$ cat src/include/cds_regs.svh
// Purpose: Register offsets, field positions and reset values of the divider sync control block.
// Assumes: 13-bit register addresses on the configuration port, 8-bit register data.
// Notes: Included by cds_sync_ctrl; the package holds only the types.
`ifndef CDS_REGS_SVH
`define CDS_REGS_SVH

`define CDS_ADDR_W 13
`define CDS_DATA_W 8

`define CDS_SYNC_CTRL_ADDR 13'h100
`define CDS_PHASE_ADDR 13'h016
`define CDS_DIV_RATIO_ADDR 13'h00b
`define CDS_STATUS_ADDR 13'h101
`define CDS_SYNC_CNT_ADDR 13'h102

`define CDS_MASTER_BIT 0
`define CDS_DIV_EN_BIT 1
`define CDS_ONE_SHOT_BIT 2
`define CDS_PHASE_LSB 0
`define CDS_PHASE_MSB 2
`define CDS_RATIO_LSB 0
`define CDS_RATIO_MSB 2
`define CDS_ALIGNED_BIT 0
`define CDS_PENDING_BIT 1

`define CDS_SYNC_CTRL_RST 8'h00
`define CDS_PHASE_RST 3'h0
`define CDS_RATIO_RST 3'h0

`endif

$ cat src/include/cds_pkg.sv
// Purpose: Types shared by the divider sync control modules.
// Assumes: Field widths of three bits for phase and ratio.
// Notes: Offsets and constants live in cds_regs.svh.
package cds_pkg;

  typedef enum logic {
    CDS_RUN,
    CDS_DELAY
  } cds_div_mode_t;

  typedef struct packed {
    cds_div_mode_t mode;
    logic [2:0] cnt;
    logic [2:0] dly;
    logic tick;
    logic synced;
  } cds_div_state_t;

  typedef struct packed {
    logic master;
    logic div_en;
    logic one_shot;
    logic [2:0] phase;
    logic [2:0] ratio;
    logic sync_q;
    logic sync_qq;
    logic sync_req;
    logic aligned;
    logic [7:0] sync_cnt;
    logic [7:0] rdata;
    logic rvalid;
    logic tick;
  } cds_ctrl_state_t;

endpackage

$ cat src/include/cds_div_if.sv
// Purpose: Carries sync requests and settings from the control logic to the divider.
// Assumes: Both ends run on clk_sys_in.
// Notes: tick and synced are one-cycle pulses from the divider.
`timescale 1ns/1ps
interface cds_div_if;
  logic sync_req;
  logic [2:0] phase;
  logic [2:0] ratio;
  logic tick;
  logic synced;

  modport ctrl (output sync_req, output phase, output ratio, input tick, input synced);
  modport div (input sync_req, input phase, input ratio, output tick, output synced);
endinterface

$ cat src/rtl/cds_divider.sv
// Purpose: Integer input-clock divider that realigns on a sync request with a programmed phase delay.
// Assumes: ratio N divides by N+1; phase is the delay in input clock cycles.
// Notes: tick is a one-cycle enable pulse at the divided rate.
`timescale 1ns/1ps
module cds_divider
  import cds_pkg::*;
(
  // Clock and reset
  input wire logic clk_sys_in,
  input wire logic resetn_in,
  // Link to the control logic
  cds_div_if.div dif
);

  cds_div_state_t s_r;
  cds_div_state_t s_nxt;

  always_comb begin
    s_nxt = s_r;
    s_nxt.tick = 1'b0;
    s_nxt.synced = 1'b0;
    if (dif.sync_req) begin
      if (dif.phase == 3'h0) begin // RQ7
        s_nxt.cnt = 3'h0;
        s_nxt.tick = 1'b1;
        s_nxt.synced = 1'b1;
        s_nxt.mode = CDS_RUN;
      end else begin
        s_nxt.dly = dif.phase; // RQ7
        s_nxt.mode = CDS_DELAY;
      end
    end else begin
      case (s_r.mode)
        CDS_DELAY: begin
          if (s_r.dly == 3'h1) begin
            s_nxt.cnt = 3'h0;
            s_nxt.tick = 1'b1;
            s_nxt.synced = 1'b1;
            s_nxt.mode = CDS_RUN;
          end else begin
            s_nxt.dly = s_r.dly - 3'h1;
          end
        end
        CDS_RUN: begin
          if (s_r.cnt >= dif.ratio) begin
            s_nxt.cnt = 3'h0;
            s_nxt.tick = 1'b1;
          end else begin
            s_nxt.cnt = s_r.cnt + 3'h1;
          end
        end
        default: s_nxt.mode = CDS_RUN;
      endcase
    end
  end

  always_ff @(posedge clk_sys_in or negedge resetn_in) begin
    if (!resetn_in) begin
      s_r <= '{mode: CDS_RUN, cnt: 3'h0, dly: 3'h0, tick: 1'b0, synced: 1'b0};
    end else begin
      s_r <= s_nxt;
    end
  end

  assign dif.tick = s_r.tick;
  assign dif.synced = s_r.synced;

endmodule // cds_divider

$ cat src/rtl/cds_sync_ctrl.sv
// Purpose: Sync control register and sync pulse gating for the input-clock divider.
// Assumes: All inputs are synchronous to clk_sys_in; register port is a simple strobe port.
// Notes: Read data appears one cycle after the read strobe with reg_rvalid_out.
//
// Functional notes
// (RQ1) All sync functions are ignored unless master sync enable bit 0 is high.
// (RQ2) Software keeps master enable low when sync is unused, saving power.
// (RQ3) Sync pulses reach the divider only while divider sync enable bit 1 is high.
// (RQ4) Both enables high, one-shot off: every sync pulse resynchronizes the divider.
// (RQ5) One-shot bit 2 set: only the first pulse aligns the divider, later ones ignored.
// (RQ6) In one-shot mode the divider sync enable clears itself after syncing.
// (RQ7) After sync the divider phase is delayed zero to seven input clocks.
// (RQ8) The sync input is registered and acted on at its rising edge only.
`timescale 1ns/1ps
`include "cds_regs.svh"
module cds_sync_ctrl
  import cds_pkg::*;
(
  // Clock and reset
  input wire logic clk_sys_in,
  input wire logic resetn_in,
  // External sync pulse
  input wire logic sync_in,
  // Register port
  input wire logic reg_wr_in,
  input wire logic reg_rd_in,
  input wire logic [`CDS_ADDR_W-1:0] reg_addr_in,
  input wire logic [`CDS_DATA_W-1:0] reg_wdata_in,
  output logic [`CDS_DATA_W-1:0] reg_rdata_out,
  output logic reg_rvalid_out,
  // Divider and power outputs
  output logic div_tick_out,
  output logic sync_power_en_out
);

  cds_ctrl_state_t s_r;
  cds_ctrl_state_t s_nxt;
  cds_div_if dif ();
  logic sync_rise;
  logic pulse_ok;

  cds_divider u_divider (
    .clk_sys_in(clk_sys_in),
    .resetn_in(resetn_in),
    .dif(dif)
  );

  assign dif.sync_req = s_r.sync_req;
  assign dif.phase = s_r.phase;
  assign dif.ratio = s_r.ratio;

  // A level held high across many cycles must count as one pulse.
  assign sync_rise = s_r.sync_q & ~s_r.sync_qq; // RQ8
  assign pulse_ok = s_r.master & s_r.div_en & sync_rise; // RQ1 RQ3 RQ4

  always_comb begin
    s_nxt = s_r;
    s_nxt.rvalid = 1'b0;
    s_nxt.sync_req = 1'b0;
    s_nxt.tick = dif.tick;
    s_nxt.sync_q = sync_in; // RQ8
    s_nxt.sync_qq = s_r.sync_q;

    if (pulse_ok) begin
      s_nxt.sync_req = 1'b1; // RQ4
      s_nxt.sync_cnt = s_r.sync_cnt + 8'h01;
      // Clearing the enable at once keeps any later pulse away from the divider.
      if (s_r.one_shot) begin
        s_nxt.div_en = 1'b0; // RQ5 RQ6
      end
    end

    // A software write in the same cycle as the self-clear wins, so a re-arm is never lost.
    if (reg_wr_in) begin
      case (reg_addr_in)
        `CDS_SYNC_CTRL_ADDR: begin
          s_nxt.master = reg_wdata_in[`CDS_MASTER_BIT];
          s_nxt.div_en = reg_wdata_in[`CDS_DIV_EN_BIT];
          s_nxt.one_shot = reg_wdata_in[`CDS_ONE_SHOT_BIT];
          if (reg_wdata_in[`CDS_DIV_EN_BIT]) begin
            s_nxt.aligned = 1'b0;
          end
        end
        `CDS_PHASE_ADDR: begin
          s_nxt.phase = reg_wdata_in[`CDS_PHASE_MSB:`CDS_PHASE_LSB]; // RQ7
        end
        `CDS_DIV_RATIO_ADDR: begin
          s_nxt.ratio = reg_wdata_in[`CDS_RATIO_MSB:`CDS_RATIO_LSB];
        end
        `CDS_SYNC_CNT_ADDR: begin
          s_nxt.sync_cnt = 8'h00;
        end
        default: begin
        end
      endcase
    end

    // Placed after the write so that a sync landing with a re-arm write still shows as aligned.
    if (dif.synced) begin
      s_nxt.aligned = 1'b1;
    end

    if (reg_rd_in) begin
      s_nxt.rvalid = 1'b1;
      case (reg_addr_in)
        `CDS_SYNC_CTRL_ADDR: begin
          s_nxt.rdata = {5'h00, s_r.one_shot, s_r.div_en, s_r.master};
        end
        `CDS_PHASE_ADDR: begin
          s_nxt.rdata = {5'h00, s_r.phase};
        end
        `CDS_DIV_RATIO_ADDR: begin
          s_nxt.rdata = {5'h00, s_r.ratio};
        end
        `CDS_STATUS_ADDR: begin
          s_nxt.rdata = {6'h00, s_r.sync_req, s_r.aligned};
        end
        `CDS_SYNC_CNT_ADDR: begin
          s_nxt.rdata = s_r.sync_cnt;
        end
        default: begin
          s_nxt.rdata = 8'h00;
        end
      endcase
    end
  end

  always_ff @(posedge clk_sys_in or negedge resetn_in) begin
    if (!resetn_in) begin
      s_r <= '0;
    end else begin
      s_r <= s_nxt;
    end
  end

  assign reg_rdata_out = s_r.rdata;
  assign reg_rvalid_out = s_r.rvalid;
  assign div_tick_out = s_r.tick;
  // Sync circuitry elsewhere may be powered down while this is low.
  assign sync_power_en_out = s_r.master; // RQ2

endmodule // cds_sync_ctrl

$ cat config.mk
export PLATFORM = sky130hd
export DESIGN_NAME = cds_sync_ctrl
export DESIGN_NICKNAME = d
export VERILOG_FILES = /design/src/include/cds_pkg.sv /design/src/include/cds_div_if.sv /design/src/rtl/cds_divider.sv /design/src/rtl/cds_sync_ctrl.sv
export VERILOG_INCLUDE_DIRS = /design/src /design/src/include
export SDC_FILE = /design/constraint.sdc
export NUM_CORES = 1
export LEC_CHECK = 0
export ABC_CLOCK_PERIOD_IN_PS = 2600
export CAP_MARGIN = 20
export CORE_ASPECT_RATIO = 0.75
export CORE_MARGIN = 2
export CORE_UTILIZATION = 70
export CTS_BUF_LIST = sky130_fd_sc_hd__clkbuf_2
export CTS_CLUSTER_DIAMETER = 150
export DETAILED_ROUTE_END_ITERATION = 8
export DONT_BUFFER_PORTS = 1
export PLACE_DENSITY = 0.86
export SLEW_MARGIN = 20
export SYNTH_ARGS = -nofsm -noshare
export SYNTH_HDL_FRONTEND = slang
export SYNTH_SLANG_ARGS = --single-unit
$ cat constraint.sdc
create_clock -name clk_sys_in -period 2.6 [get_ports clk_sys_in]
set_input_delay 0.39 -clock clk_sys_in [delete_from_list [all_inputs] [get_ports clk_sys_in]]
set_output_delay 0.39 -clock clk_sys_in [all_outputs]
set_load 0.03 [all_outputs]
==> reports/summary.txt <==
Status = finished clean
Final worst slack = 850.4 ps
Total GRT Usage = 25.94%
Worst path buffer plus inverter count = 1
Post-synth top flop = dfrtp_1
# nets final = 209
Final Hold Viols = 0
Initial Util = 75.33%
Yosys cell types = 45
Critical Path Start = sync_power_en_out
CP Class = reg2reg
CP arrival = 2060 ps
Delay-heaviest family, CP = simple AND/OR/NAND/NOR gates
Synth area leader = dfrtp_1
GPL Wtd Cong = 0.8043
Worst Skew = 12.58 ps
Die H = 50.36 um
CTS resizes = 0
Row Count = 16
DRT Pass-1 Iters = 4
CTS sink count = 40
Syn avg cell area = 11.40 um^2
Core ar. = 2663 um^2
Least-Margin Pin Slew = 425.0 ps
First-pass GRT wire length = 6237 um
ANT nets after route = 0
FF+latch count, synth = 40
Mux cell area share after synthesis = 7.112%
Total congestion overflow = 0
Via/cell ratio = 6.249
TritonCTS clock tree = done
RSZ-0062 raised after global routing = false
Fraction of layout cells with a size suffix above 1 = 15.82%
Switching Share = 28.39%
Peak Freq = 0.5716 GHz
Final HPWL DP = 2808 um
Syn Std Cell Area = 2006 um^2
Root Driver = clkbuf_2
Max-Slew Margin vs Limit = 71.56%
Final Critical Period = 1750 ps
Largest net degree at the start of global routing = 41
Clock buffer count from CTS = 5
CP Cell Sequence = nand4b_1 > inv_2 > nand4_2 > nor3_1 > xnor2_1 > nor2_1
Xor/xnor cell area share of the yosys netlist = 3.493%
Initial DRC count = 115
CP required = 2910 ps
Initial antenna violation count = 0
Clk buf depth = 2
Die area = 3314 um^2
CP startpoint kind = register
Combinational group share of total power = 11.9%
Cell count along the critical path = 6
Fin cells = 213
Max incr delay on CP = 620 ps
Net switching power = 0.0003118 W
Clock Latency Late Sink = 400 ps
Syn Inst Count = 176
Worst R2R End = s_r[17]
Worst setup path end = s_r[17]
Sequential fraction of the synthesis area = 49.91%
PD cells = 532.5 nW/um^2
Worst reg-to-reg setup slack = 850 ps
Static leakage = 0.9734 nW
Pint = 0.0007863 W
Fin crit share = 67.29%
DP Cell Count = 201
Synth area leaders = dfrtp_1 (50%), ha_1 (4.4%), buf_4 (3.4%), a22o_1 (3.1%), nor2_1 (3.0%)
Number of global-route vias before repair = 1366
# H-tree levels = 2
Total number of vias = 1331
Clock Power Share = 23.8%
Largest fanout on the critical path = 5
I/O pin count = 37
Die W = 65.81 um
Post-synth EDFFs = 0
Clk pin slew, worst setup/hold paths = 200 ps
Sequential power share = 64.4%
Setup tns final = 0 ps
Slowest-stage cell, CP = dfrtp_1
R2R Path Start = sync_power_en_out
R2r worst-path depth = 6
Critical path endpoint category = register
Max-slew violations = 0
Largest family of logic cells by synthesized area = simple AND/OR/NAND/NOR gates
Synth top area share = 49.91%
I/O Buffers = 0
Ys async rst share = 100.0%
Dpl ws = 876.6 ps
Diodes inserted = 0
Syn Nets = 209
VDD IR-drop max = 0.5617 mV
DRC Markers = 0
Simple-gate share of the synthesized area = 18.59%
Worst hold-check path type = in2reg
Max Cap Viol = 0
Yosys Warn Count = 0
Post-Synth Adder-Cell Area = 4.367%
Final wirelength = 3777 um
Synth-to-layout area growth = 2.807%
Compound-cell area share of the yosys netlist = 11.17%
Setup violators final = 0
WL/cell = 17.73 um
## registers in the layout, summed over array words and instances, names as in the netlist
name / flops
reg_rdata_out: 8
u_divider.s_r: 7
s_r: 12
reg_rvalid_out: 1
u_divider.dif.tick: 1
dif.phase: 3
sync_power_en_out: 1
u_divider.dif.synced: 1
s_nxt: 1
div_tick_out: 1
dif.ratio: 3
dif.sync_req: 1
## per-layer routing
metal	vias to the layer above	wire, um	global-route usage, %
met2	48	1787	40.07
met3	10	265	8.296
met4	0	57	10.42
met1	663	1667	34.14
li1	610	-	-
met5	-	0	0
## cells by family after synthesis
group / Yosys count
adder cells (fa/ha/maj): 7
buffers and inverters: 19
multiplexers: 12
XOR/XNOR: 8
AND/OR/NAND/NOR: 57
flip-flops: 40
AO/OA/AOI/OAI: 33
## power by group through the flow
stage	Clock, W	Combinational, W	Sequential (W)
2_1_floorplan	0	0.0000997	0.000709
6_report	0.000261	0.000130	0.000707
4_1_cts	0.000264	0.000133	0.000707
3_5_place_dp	0	0.000112	0.000720
3_3_place_gp	0	0.000104	0.000718
5_1_grt	0.000289	0.000154	0.000713
## stage by stage
stage / power (W) / instance area, um^2 / utilization, % / hold WS, ps
finish: 0.001098 / 2062 / 77.44 / 94.98
global route: 0.001156 / 2062 / 77.44 / 61.02
CTS: 0.001105 / 2062 / 77.44 / 86.60
detailed placement: 0.0008313 / 1973 / 74.11 / 95.18
global placement: 0.0008220 / 1973 / 74.11 / 95.20
floorplan: 0.0008087 / 2006 / - / 94.41
## Yosys cell counts (2+ instances only)
library cell and count:
dfrtp_1 40, nor2_1 16, nand2_1 10, buf_4 9, a21oi_1 7, a22o_1 7
ha_1 7, o21ai_0 7, inv_1 6, nand2b_1 5, a22oi_1 4, mux2_1 4
xnor2_1 4, xor2_1 4, mux2_4 3, mux2i_1 3, nand3_1 3, nand4b_1 3
a21o_1 2, and3_4 2, buf_2 2, mux2_2 2, nand2_2 2, nor2_2 2
nor2b_1 2
## worst min path at each step
stage	start	to	slack (ps)	cells after the start
after floorplan	resetn_in	dif.phase[0]	90	0
after global placement	resetn_in	reg_rdata_out[5]	100	0
after detailed placement	resetn_in	reg_rdata_out[5]	100	0
after CTS	reg_wdata_in[2]	s_r[28]	90	1
after global routing	reg_wdata_in[0]	sync_power_en_out	60	1
final	reg_wdata_in[2]	s_r[28]	90	1
## cell usage in the layout, fill, tap and decap left out, drive strengths merged, types with 4 or more instances in the layout
master and instances:
xor2 4, a22o 7, nand2b 5, o21ai 7
ha 7, inv 7, nand2 12, a21oi 7
a22oi 4, mux2 9, nand4b 4, xnor2 4
nor2 18, dfrtp 40, clkbuf 5, clkinv 4
## area by class of cell
type / instances / area, um^2
Inverter: 8 / 30.03
Sequential cell: 40 / 1001
Timing Repair Buffer: 4 / 50.05
Fill cell: 172 / 600.6
Clock buffer: 5 / 25.02
Multi-Input combinational cell: 117 / 897.1
Tap cell: 36 / 45.04
Clock inverter: 3 / 13.76
## timing repair
item / in CTS / in global routing
hold buffers: 4 / 0
hold endpoints to repair: 42 / 0
buffers inserted: 0 / 0
Note: power is estimated with default switching activity, not from simulation.
